## src/pkg/control_byte_low_pkg.sv

```systemverilog
/*
 Constants for the low control byte of the touch controller: the command location,
 bit positions, the reset value and the states of the deferred action sequencer.
 Assumes nothing of its surroundings; every user writes package::name.
*/
`default_nettype none
package control_byte_low_pkg;

   // Address-command that carries the two control bytes
   localparam logic [7:0] CONTROL_CMD_ADDR = 8'h10;

   // Field positions inside control_byte_low
   localparam int BIT_COMM_ON_ACTIVITY = 0;
   localparam int BIT_TRACKPAD_REFRESH = 1;
   localparam int BIT_AUTO_TUNING_TRIGGER = 2;
   localparam int BIT_CHARGE_MODE_SELECT = 3;
   localparam int BIT_PROX_CHANNEL_REFRESH = 4;
   localparam int BIT_SINGLE_POINT = 5;
   localparam int BIT_AUTO_MODE_SWITCH = 6;
   localparam int BIT_RESET_ACK = 7;

   // Bits that the device clears itself once the request is taken
   localparam logic [7:0] ONE_SHOT_MASK = 8'h16;

   localparam logic [7:0] CONTROL_LOW_RESET = 8'h00;

   // Data bytes after the address-command: low byte, high byte, then ignored
   localparam logic [1:0] BYTE_IDX_LOW = 2'h0;
   localparam logic [1:0] BYTE_IDX_HIGH = 2'h1;
   localparam logic [1:0] BYTE_IDX_DONE = 2'h2;

   typedef enum logic [2:0] {
      SEQ_IDLE = 3'b000,
      SEQ_PAD_REFRESH = 3'b001,
      SEQ_PROX_REFRESH = 3'b010,
      SEQ_TUNE_START = 3'b011,
      SEQ_TUNE_WAIT = 3'b100
   } seq_state_e;

endpackage : control_byte_low_pkg
`default_nettype wire

```

## src/design/control_byte_low_actions.sv

```systemverilog
/*
 Low control byte of the touch controller: takes the byte from the serial command
 decoder, holds the mode bits, defers the one-shot refresh and tuning requests to
 the end of the communication window and gates the opening of later windows.
 Assumes the serial decoder gives synchronous one-cycle strobes for the
 address-command and each data byte, and a level that is high during a window.
*/
`default_nettype none
// Notes on behaviour
// - Bit 4 of the low byte requests a proximity channel baseline refresh.
// - A 1 in bit 4 reloads the proximity channel average; a 0 leaves it alone.
// - The proximity refresh runs once and only after the current window has closed.
// - Bit 6 set lets the device pick the charging mode; clear hands the choice to bit 3.
// - With bit 6 clear, bit 3 picks normal channels (0) or the proximity channel (1).
// - A 1 in bit 2 starts tuning for the active mode's channels; a 0 starts nothing.
// - The device clears the tuning bit itself once the request is taken.
// - Tuning uses the proximity target and channel in proximity mode, else normal ones.
// - Tuning starts after the window closes and no new window opens until it ends.
// - A 1 in bit 1 reloads all trackpad channel averages; a 0 leaves them alone.
// - The host writes each refresh bit once and the device clears both after taking them.
// - The trackpad refresh waits until its window has closed.
// - With bit 0 clear a window opens on every processing cycle.
// - With bit 0 set windows are skipped until enabled activity or a forced window.
module control_byte_low_actions (
   input wire logic clock_i,
   input wire logic arst_n_i,
   input wire logic addr_valid_i,
   input wire logic [7:0] addr_i,
   input wire logic data_valid_i,
   input wire logic [7:0] data_i,
   input wire logic window_open_i,
   input wire logic cycle_tick_i,
   input wire logic activity_i,
   input wire logic force_window_i,
   input wire logic auto_choice_prox_i,
   input wire logic tune_done_i,
   output logic [7:0] control_byte_low_o,
   output logic proximity_charge_mode_o,
   output logic window_start_o,
   output logic pad_refresh_o,
   output logic prox_refresh_o,
   output logic tune_start_o,
   output logic tune_prox_mode_o,
   output logic tune_busy_o
);

   logic [7:0] ctrl_q;
   logic ctrl_sel_q;
   logic [1:0] byte_idx_q;
   logic window_q;
   logic window_close;
   logic take;
   logic low_write;
   logic prox_mode_d;
   logic seq_busy;
   logic tick_pend_q;
   logic seq_pad;
   logic seq_prox;
   logic seq_tune;
   // Hold-off and replay of window openings
   logic tune_take;
   logic hold_windows;
   logic tick_due;
   logic gate_ok;

   // Single bit of a control byte image
   function automatic logic field(input logic [7:0] b, input int pos);
      field = b[pos];
   endfunction

   // Any deferred request bit set in a control byte image
   function automatic logic any_one_shot(input logic [7:0] b);
      any_one_shot = (b & control_byte_low_pkg::ONE_SHOT_MASK) != 8'h00;
   endfunction

   // Window gating by the activity mode bit
   function automatic logic gate_allows(input logic [7:0] b, input logic act,
      input logic frc);
      gate_allows = !field(b, control_byte_low_pkg::BIT_COMM_ON_ACTIVITY) || act || frc;
   endfunction

   // Address-command that opens the two control bytes
   function automatic logic is_control_cmd(input logic [7:0] a);
      is_control_cmd = (a == control_byte_low_pkg::CONTROL_CMD_ADDR);
   endfunction

   // Command decode: track which data byte follows the control address
   // Bytes past the high byte are ignored until the next address-command
   always_ff @(posedge clock_i or negedge arst_n_i) begin
      if (!arst_n_i) begin
         ctrl_sel_q <= 1'b0;
         byte_idx_q <= control_byte_low_pkg::BYTE_IDX_LOW;
      end else if (addr_valid_i) begin
         ctrl_sel_q <= is_control_cmd(addr_i);
         byte_idx_q <= control_byte_low_pkg::BYTE_IDX_LOW;
      end else if (data_valid_i && byte_idx_q != control_byte_low_pkg::BYTE_IDX_DONE) begin
         byte_idx_q <= byte_idx_q + 2'h1;
      end
   end

   // Only the first data byte after the control address-command lands here
   assign low_write = data_valid_i && ctrl_sel_q
      && (byte_idx_q == control_byte_low_pkg::BYTE_IDX_LOW);

   // Window end: the registered level makes the close visible for one cycle only
   always_ff @(posedge clock_i or negedge arst_n_i) begin
      if (!arst_n_i) begin
         window_q <= 1'b0;
      end else begin
         window_q <= window_open_i;
      end
   end

   assign window_close = window_q && !window_open_i;
   assign take = window_close && any_one_shot(ctrl_q);
   assign tune_take = take && field(ctrl_q, control_byte_low_pkg::BIT_AUTO_TUNING_TRIGGER);

   // Busy rises one edge after the take, so the take cycle itself must hold windows too
   assign hold_windows = seq_busy || tune_take;

   // Control byte; one-shot bits drop when taken, a write in the same cycle wins
   // A write in the take cycle keeps its own one-shot bits for the next close
   always_ff @(posedge clock_i or negedge arst_n_i) begin
      if (!arst_n_i) begin
         ctrl_q <= control_byte_low_pkg::CONTROL_LOW_RESET;
      end else if (low_write) begin
         ctrl_q <= data_i;
      end else if (take) begin
         ctrl_q <= ctrl_q & ~control_byte_low_pkg::ONE_SHOT_MASK;
      end
   end

   // Effective charging mode
   // Follows bits 6 and 3 on every cycle, also while a tuning pass runs
   always_comb begin
      if (field(ctrl_q, control_byte_low_pkg::BIT_AUTO_MODE_SWITCH)) begin
         prox_mode_d = auto_choice_prox_i;
      end else begin
         prox_mode_d = field(ctrl_q, control_byte_low_pkg::BIT_CHARGE_MODE_SELECT);
      end
   end

   always_ff @(posedge clock_i or negedge arst_n_i) begin
      if (!arst_n_i) begin
         proximity_charge_mode_o <= 1'b0;
      end else begin
         proximity_charge_mode_o <= prox_mode_d;
      end
   end

   // Readback copy of the byte, one cycle behind the working register
   always_ff @(posedge clock_i or negedge arst_n_i) begin
      if (!arst_n_i) begin
         control_byte_low_o <= control_byte_low_pkg::CONTROL_LOW_RESET;
      end else begin
         control_byte_low_o <= ctrl_q;
      end
   end

   // Mode for the tuning run is fixed when the request is taken
   always_ff @(posedge clock_i or negedge arst_n_i) begin
      if (!arst_n_i) begin
         tune_prox_mode_o <= 1'b0;
      end else if (tune_take) begin
         tune_prox_mode_o <= prox_mode_d;
      end
   end

   // The sequencer keeps its own copy of the requests, so the byte can drop
   // its one-shot bits in the same edge as the hand-over
   deferred_action_sequencer u_seq (
      .clock_i(clock_i),
      .arst_n_i(arst_n_i),
      .take_i(take),
      .pad_req_i(field(ctrl_q, control_byte_low_pkg::BIT_TRACKPAD_REFRESH)),
      .prox_req_i(field(ctrl_q, control_byte_low_pkg::BIT_PROX_CHANNEL_REFRESH)),
      .tune_req_i(field(ctrl_q, control_byte_low_pkg::BIT_AUTO_TUNING_TRIGGER)),
      .tune_done_i(tune_done_i),
      .pad_refresh_o(seq_pad),
      .prox_refresh_o(seq_prox),
      .tune_start_o(seq_tune),
      .busy_o(seq_busy)
   );

   // Strobes come straight from the sequencer's output flops
   assign pad_refresh_o = seq_pad;
   assign prox_refresh_o = seq_prox;
   assign tune_start_o = seq_tune;
   assign tune_busy_o = seq_busy;

   // A cycle tick that falls while tuning is held waits for it to finish
   always_ff @(posedge clock_i or negedge arst_n_i) begin
      if (!arst_n_i) begin
         tick_pend_q <= 1'b0;
      end else if (cycle_tick_i && hold_windows) begin
         tick_pend_q <= 1'b1;
      end else if (!hold_windows) begin
         tick_pend_q <= 1'b0;
      end
   end

   // A held-over tick is replayed once and its gating checked again then
   always_comb begin
      tick_due = cycle_tick_i || tick_pend_q;
      gate_ok = gate_allows(ctrl_q, activity_i, force_window_i);
   end

   // Window opening per processing cycle, gated in activity mode
   always_ff @(posedge clock_i or negedge arst_n_i) begin
      if (!arst_n_i) begin
         window_start_o <= 1'b0;
      end else begin
         window_start_o <= tick_due && gate_ok && !hold_windows;
      end
   end

endmodule // control_byte_low_actions
`default_nettype wire

```

## src/design/deferred_action_sequencer.sv

```systemverilog
/*
 Holds the deferred actions taken from the low control byte and runs them,
 one after another in a fixed order, once the communication window has closed.
 Assumes take_i pulses only once the window has closed, and that tune_done_i
 pulses once when the tuning routine has finished.
*/
`default_nettype none
module deferred_action_sequencer (
   input wire logic clock_i,
   input wire logic arst_n_i,
   input wire logic take_i,
   input wire logic pad_req_i,
   input wire logic prox_req_i,
   input wire logic tune_req_i,
   input wire logic tune_done_i,
   output logic pad_refresh_o,
   output logic prox_refresh_o,
   output logic tune_start_o,
   output logic busy_o
);

   control_byte_low_pkg::seq_state_e state_q;
   control_byte_low_pkg::seq_state_e state_d;
   logic pad_pend_q;
   logic prox_pend_q;
   logic tune_pend_q;

   // Pending flags: a new take wins over the clear of an issued action
   always_ff @(posedge clock_i or negedge arst_n_i) begin
      if (!arst_n_i) begin
         pad_pend_q <= 1'b0;
         prox_pend_q <= 1'b0;
         tune_pend_q <= 1'b0;
      end else begin
         if (take_i && pad_req_i) begin
            pad_pend_q <= 1'b1;
         end else if (state_d == control_byte_low_pkg::SEQ_PAD_REFRESH) begin
            pad_pend_q <= 1'b0;
         end
         if (take_i && prox_req_i) begin
            prox_pend_q <= 1'b1;
         end else if (state_d == control_byte_low_pkg::SEQ_PROX_REFRESH) begin
            prox_pend_q <= 1'b0;
         end
         if (take_i && tune_req_i) begin
            tune_pend_q <= 1'b1;
         end else if (state_d == control_byte_low_pkg::SEQ_TUNE_START) begin
            tune_pend_q <= 1'b0;
         end
      end
   end

   // Fixed order: trackpad refresh, proximity refresh, then tuning
   always_comb begin
      state_d = state_q;
      case (state_q)
         control_byte_low_pkg::SEQ_IDLE,
         control_byte_low_pkg::SEQ_PAD_REFRESH,
         control_byte_low_pkg::SEQ_PROX_REFRESH: begin
            if (pad_pend_q && state_q == control_byte_low_pkg::SEQ_IDLE) begin
               state_d = control_byte_low_pkg::SEQ_PAD_REFRESH;
            end else if (prox_pend_q && state_q != control_byte_low_pkg::SEQ_PROX_REFRESH) begin
               state_d = control_byte_low_pkg::SEQ_PROX_REFRESH;
            end else if (tune_pend_q) begin
               state_d = control_byte_low_pkg::SEQ_TUNE_START;
            end else begin
               state_d = control_byte_low_pkg::SEQ_IDLE;
            end
         end
         control_byte_low_pkg::SEQ_TUNE_START: begin
            state_d = control_byte_low_pkg::SEQ_TUNE_WAIT;
         end
         control_byte_low_pkg::SEQ_TUNE_WAIT: begin
            if (tune_done_i) begin
               state_d = control_byte_low_pkg::SEQ_IDLE;
            end
         end
         default: begin
            state_d = control_byte_low_pkg::SEQ_IDLE;
         end
      endcase
   end

   always_ff @(posedge clock_i or negedge arst_n_i) begin
      if (!arst_n_i) begin
         state_q <= control_byte_low_pkg::SEQ_IDLE;
      end else begin
         state_q <= state_d;
      end
   end

   // Registered one-cycle action strobes and the registered tuning busy level
   always_ff @(posedge clock_i or negedge arst_n_i) begin
      if (!arst_n_i) begin
         pad_refresh_o <= 1'b0;
         prox_refresh_o <= 1'b0;
         tune_start_o <= 1'b0;
         busy_o <= 1'b0;
      end else begin
         pad_refresh_o <= (state_d == control_byte_low_pkg::SEQ_PAD_REFRESH);
         prox_refresh_o <= (state_d == control_byte_low_pkg::SEQ_PROX_REFRESH);
         tune_start_o <= (state_d == control_byte_low_pkg::SEQ_TUNE_START);
         busy_o <= (state_d == control_byte_low_pkg::SEQ_TUNE_START)
            || (state_d == control_byte_low_pkg::SEQ_TUNE_WAIT)
            || tune_pend_q || (take_i && tune_req_i);
      end
   end

endmodule // deferred_action_sequencer
`default_nettype wire

```

## config.mk

```make
export PLATFORM = sky130hd
export DESIGN_NAME = control_byte_low_actions
export DESIGN_NICKNAME = d
export VERILOG_FILES = /design/src/pkg/control_byte_low_pkg.sv /design/src/design/control_byte_low_actions.sv /design/src/design/deferred_action_sequencer.sv
export SDC_FILE = /design/constraint.sdc
export NUM_CORES = 1
export LEC_CHECK = 0
export BUFFER_PORTS_ARGS = -buffer_cell sky130_fd_sc_hd__buf_2
export CAP_MARGIN = 20
export CORE_AREA = 8 8 64 66
export DETAILED_ROUTE_END_ITERATION = 10
export DIE_AREA = 0 0 72 74
export PLACE_DENSITY_LB_ADDON = 0.25
export SLEW_MARGIN = 40
export SYNTH_ARGS = -nofsm -noshare
export SYNTH_HDL_FRONTEND = slang
export SYNTH_SLANG_ARGS = --single-unit
```

## constraint.sdc

```tcl
create_clock -name clock_i -period 2.36 [get_ports clock_i]
set_input_delay 0.118 -clock clock_i [delete_from_list [all_inputs] [get_ports clock_i]]
set_output_delay 0.118 -clock clock_i [all_outputs]
set_load 0.05 [all_outputs]
```

======== Word-level counts from Yosys, hierarchy flattened ========
Index checks and enable logic that the tools add are counted.
word-level totals
  flip-flop bits (word level) ............. 34
  input port bits ......................... 26
  output and inout port bits .............. 15
  word-level logic and storage cells ...... 81
cells by class
  add/subtract/negate cells ............... 1
  eq/ne operators ......................... 12
  multiplexer cells ....................... 18
  reductions and logical operators ........ 32
operator list
  operator             number
  $logic_and 1x1->1    13
  $eq 3x2->1 const B   4
  $reduce_bool 2->1    5
  $mux 1               9
  $mux 3               3
  $pmux 3 s3           1
  $eq 8x5->1 const B   1
  $mux 8               1
  $reduce_bool 8->1    1
  $logic_or 1x1->1     7
  $eq 3x1->1 const B   2
  $eq 3x3->1 const B   2
  $mux 2               3
  $mux 5               1
  $logic_not 1->1      3
  $logic_not 3->1      1
  $ne 3x2->1 const B   1
  $reduce_or 3->1      1
  $add 2x1->2 const B  1
  $logic_not 2->1      1
  $ne 2x1->1 const B   1
  $ne 2x2->1 const B   1

======== Depth between registers and ports, before layout ========
  depth in word-level cells ............... 9
  depth in mapped cells ................... 6
  depth with buffers taken out ............ 5

======== Cells and area by module ========
From an unflattened synthesis, not the netlist that was laid out.
second synthesis, totals
  cell total of the unflattened synthesis .. 103
  area, all modules ....................... 1348.8 um2
by module, submodules not included
  module                     instances  cells each  area each (um2)  seq. area each (um2)
  control_byte_low_actions   1          65          927.1            600.6
  deferred_action_sequencer  1          38          421.7            250.2

======== Least setup slack after synthesis ========
Ideal clock, no wire load.
  path kind ............................... register to register
  from .................................... register byte_idx_q[0]
  to ...................................... register ctrl_q[0]
  setup time .............................. 0.125 ns
  data arrival time ....................... 1.180 ns
  required time ........................... 2.235 ns
  setup slack ............................. 1.055 ns
  stages on the path, launching flop included .. 6
  path buffers ............................ 1
  period minus slack after synthesis ...... 1.305 ns
  cells stage by stage .................... dfrtp_1 -> inv_1 -> ha_1 -> nand3_1 -> buf_2 -> mux2_2
between the ends
  cells in the longest elaborated chain, start to end .. 3
RTL lines
  element                 line                             source
  start, declared         control_byte_low_actions.sv:49   logic [1:0] byte_idx_q;
  start signal, assigned  control_byte_low_actions.sv:92   byte_idx_q <= control_byte_low_pkg::BYTE_IDX_LOW;
  start signal, assigned  control_byte_low_actions.sv:95   byte_idx_q <= control_byte_low_pkg::BYTE_IDX_LOW;
  start signal, assigned  control_byte_low_actions.sv:97   byte_idx_q <= byte_idx_q + 2'h1;
  $logic_not 2->1 (*)     control_byte_low_actions.sv:103  && (byte_idx_q == control_byte_low_pkg::BYTE_IDX_LOW);
  $logic_and 1x1->1 (*)   control_byte_low_actions.sv:103
  $mux 8                  control_byte_low_actions.sv:126  end else if (low_write) begin
  end signal, assigned    control_byte_low_actions.sv:125  ctrl_q <= control_byte_low_pkg::CONTROL_LOW_RESET;
  end signal, assigned    control_byte_low_actions.sv:127  ctrl_q <= data_i;
  end signal, assigned    control_byte_low_actions.sv:129  ctrl_q <= ctrl_q & ~control_byte_low_pkg::ONE_SHOT_MASK;
  end, declared           control_byte_low_actions.sv:47   logic [7:0] ctrl_q;
Every way passes the cells marked *; elsewhere a longest branch is shown, timed or not. The select of a mux whose other input is x is not followed.
A chain may end at the register's enable or synchronous reset.

======== Worst setup path in the final report ========
  from .................................... register byte_idx_q[0]
  to ...................................... register ctrl_q[6]
between the ends
  cells in the longest elaborated chain, start to end .. 2
RTL lines
  element            line
  $logic_not 2->1    control_byte_low_actions.sv:103
  $logic_and 1x1->1  control_byte_low_actions.sv:103
Every way passes these cells.

==> results.md <==
Global routing:
- The number of global-route vias before repair is 1001.
- The first global-routing pass estimated 4.12 mm of wire.
- The initial antenna violation count is 0.
- Entering global routing, the biggest net connects 35 pins.
- The met3 routing resource usage after global routing is 5.12%.
- Global routing consumed, on the met1 layer, 10.0% of the routing resources.
- For this run, global-route usage on met2 was measured as 16.4%.
- The total congestion overflow is 0.
- The most utilized layer in the global route result is met2.
- The global routing usage summed across all routing layers is 10.1%.

Timing:
- The clock period could shrink to 1.47 ns.
- Setup repair after global routing left no endpoint under its margin.
- The total setup violations reported at the end of the flow is 0.
- The worst hold-check slack is 0.0189 ns.
- The fraction of the cycle the final worst path needs is 62.1%.
- The setup TNS is 0 ns.
- The slew of the pin with the lowest slew margin is 0.727 ns.
- The number of slew-limit violations in the final report is 0.
- The worst setup skew after layout is 0.00917 ns.
- The final setup slack of the worst path is 0.894 ns.
- Based on the critical path, the design can be clocked at up to 0.682 GHz.
- The final hold violation count is 0.
- In this run the tightest slew margin relative to its limit is 51.6%.

Final layout:
- The total number of nets in the final design is 180.
- The top cell types in the final layout, fill and taps aside, are 40 x sky130_fd_sc_hd__buf_2, 34 x sky130_fd_sc_hd__dfrtp_1, 10 x sky130_fd_sc_hd__nor2_1.
- The leading cell type in the layout, fill and taps excluded is sky130_fd_sc_hd__buf_2.
- The area added between synthesis and finish is 26.5%.
- Summing all flip-flop and latch instances after layout gives 851 µm².
- The multi-input combinational cell area is 429 µm².
- The filler cell count is 288.
- 0 antenna diodes ended up in the layout.
- Of the cells placed in the final design, the portion with a size suffix greater than 1 is 41.2%.
- After routing the design area is 0.00169 mm².

Floorplanning:
- The I/O pin count is 41.
- The floorplan has 21 rows.
- The overall die height is 74 µm.
- The die covers 0.00533 mm².
- The core box area is 0.00318 mm².
- The initial utilization of the core area, before any placement, comes to 42.0%.
- The floorplan step set the die width to 72 µm.

Synthesis:
- The mean post-synth cell area is 12.8 µm².
- For this run, asynchronously set or reset flops after synthesis account for 100%.
- Counting flops with a built-in enable in the synthesized netlist gives 0.
- The net count after synthesis is 132.
- By area the synthesized netlist is led by sky130_fd_sc_hd__dfrtp_1 64%, sky130_fd_sc_hd__mux2_2 5.9%, sky130_fd_sc_hd__nor2_1 2.8%.
- Summed over all instances, the cell type with the most area after synthesis is sky130_fd_sc_hd__dfrtp_1.
- The fraction of the yosys area taken by sequential cells is 63.7%.
- In this run the cell area of the synthesized design comes to 0.00134 mm².
- After synthesis the netlist holds a flip-flop and latch count of 34.
- The share of synthesized area in the top cell type comes to 63.7%.
- During synthesis, Yosys emitted a total of 0 warnings.
- Counting every instance in the synthesized netlist gives 104.
- The number of different library cells used by synthesis comes to 28.
- The most used flip-flop cell after synthesis is sky130_fd_sc_hd__dfrtp_1.

Job:
- The max-capacitance violation count is 0.

Pwr:
- Power spread over the standard cell area amounts to 915 mW/mm².
- The maximum resistive drop on vdd is 653 µV.
- The power consumption is 1.55 mW.
- The static leakage is 0.866 nW.

Drt:
- The DRC violation total after the first TritonRoute iteration is 16.
- The routed layout has 908 vias.
- In the routed layout, each cell is associated on average with a via count of 4.56.
- The count of nets left with antenna violations after detail routing is 0.
- Before antenna repair, the detailed router went through 4 iterations.
- In the routed design, unresolved DRC markers number 0.
- The routed length per placed instance is 12.3 µm.
- The final routed wirelength across all metal layers is 2.45 mm.

Placement:
- The weighted congestion reported at the end of routability-driven placement is 0.734.
- The count of buffers added on input and output ports is 40.
- The total placed instance area is 0.00157 mm².
- The minimum setup slack after placement is 0.881 ns.
- The estimated wirelength of the detail-placed design is 1.89 mm.

Clock network:
- The clock transition at the registers of the reported paths is 0.10 ns.
- Once the clock tree was built, the setup fixing pass inserted 0 buffers.
- The master cell of the clock root buffer is sky130_fd_sc_hd__clkbuf_4.
- The number of hold buffers added after CTS was 4.
- No sink is reached through more buffers than the 2 on the longest clock path.
- Clock tree synthesis inserted a total of 5 buffers.
- Post-CTS repair changed the size of 0 cells.
- The tree built by TritonCTS fans out to 34 sinks.
- The clock network latency to the later pin of the worst-skew pair is 0.33 ns.
- TritonCTS built the clock tree.
- The H-tree depth is 2.

Setup path:
- Of all nets on the critical path, the largest fanout is 11.
- STA classifies the critical path endpoint as a flip-flop.
- The critical path goes through inv_1 -> ha_1 -> nand3_1 -> mux2_2.
- The slowest cell on the critical path is sky130_fd_sc_hd__dfrtp_1.
- The path type of the worst setup path is flip-flop to flip-flop.
- Among cell families on the critical path, the largest total delay comes from flip-flops.
- The launching element type of the critical path is a flip-flop.
- Data on the critical path arrives at its endpoint at 1.69 ns.
- The number of buffers and inverters on the critical path is 1.
- At the worst endpoint, the required time is 2.59 ns.
- For this run, the slowest stage of the critical path takes 0.40 ns.

Status:
- The flow ran to the end, and the final reports show no timing, DRC or antenna violations.

Min path:
- The worst min-delay path class is primary input to flip-flop.
## registers in the layout, indices dropped and copies added (netlist names), 2 cells and up
| signal | cells |
|---|---|
| byte_idx_q | 2 |
| u_seq.state_q | 3 |
| control_byte_low_o | 8 |
| ctrl_q | 8 |
## synthesized netlist by cell type (all sizes together), types with 2 or more instances
library cell   n
a21oi          2
buf            3
dfrtp         34
ha             2
inv            9
mux2           7
mux2i          2
nand2          4
nand2b         2
nand3          5
nor2          10
nor2b          3
nor4           3
o21ai          8
## per-layer routing
metal  share of wire, %  vias to the layer above
met3                 11                        5
met1                 43                      420
met2                 43                       35
met4                2.1                        0
met5                  0                        -
li1                   -                      448
## kinds of logic after synthesis
logic type | synth area share, %
DFF | 63.7
and+or+nand+nor | 14.1
AOI/OAI and AO/OA | 8.15
buffers and inverters | 4.12
muxes | 7.40
adders and majority gates | 1.87
xor gates and xnor gates | 0.656
## through the flow
stage	util, %	cells
3_5_place_dp	49.4	187
3_3_place_gp	49.4	187
5_1_grt	53.1	199
4_1_cts	53.1	199
2_1_floorplan	-	104
6_report	53.1	199
## path summary, 6_finish.rpt
path                          startpoint                    end  cells after the start  slack, ns
setup / recovery           byte_idx_q[0]              ctrl_q[6]                      4       0.89
hold / removal                 data_i[0]              ctrl_q[0]                      2       0.02
setup reg to reg           byte_idx_q[0]              ctrl_q[6]                      4       0.89
hold reg to reg                ctrl_q[7]  control_byte_low_o[7]                      0       0.39
max in group asynchronous       arst_n_i              ctrl_q[1]                      2       1.52
min in group asynchronous       arst_n_i  control_byte_low_o[6]                      2       0.37
## report_power, final
group	total (mW)	leakage, nW	switching [mW]	internal, mW
Clock	0.406	0.0450	0.186	0.219
Combinational	0.397	0.362	0.244	0.153
Sequential	0.743	0.460	0.0795	0.664
## area by class of cell
| cell class | instances | area share (%) |
|---|---|---|
| sequential | 34 | 50.4 |
| multi-input combinational | 58 | 25.4 |
| timing repair buffer | 44 | 14.2 |
| tap | 46 | 3.41 |
| clock inverter | 3 | 2.37 |
| clock buffer | 5 | 2.22 |
| inverter | 9 | 2.00 |
(Power assumes the default switching activity.)
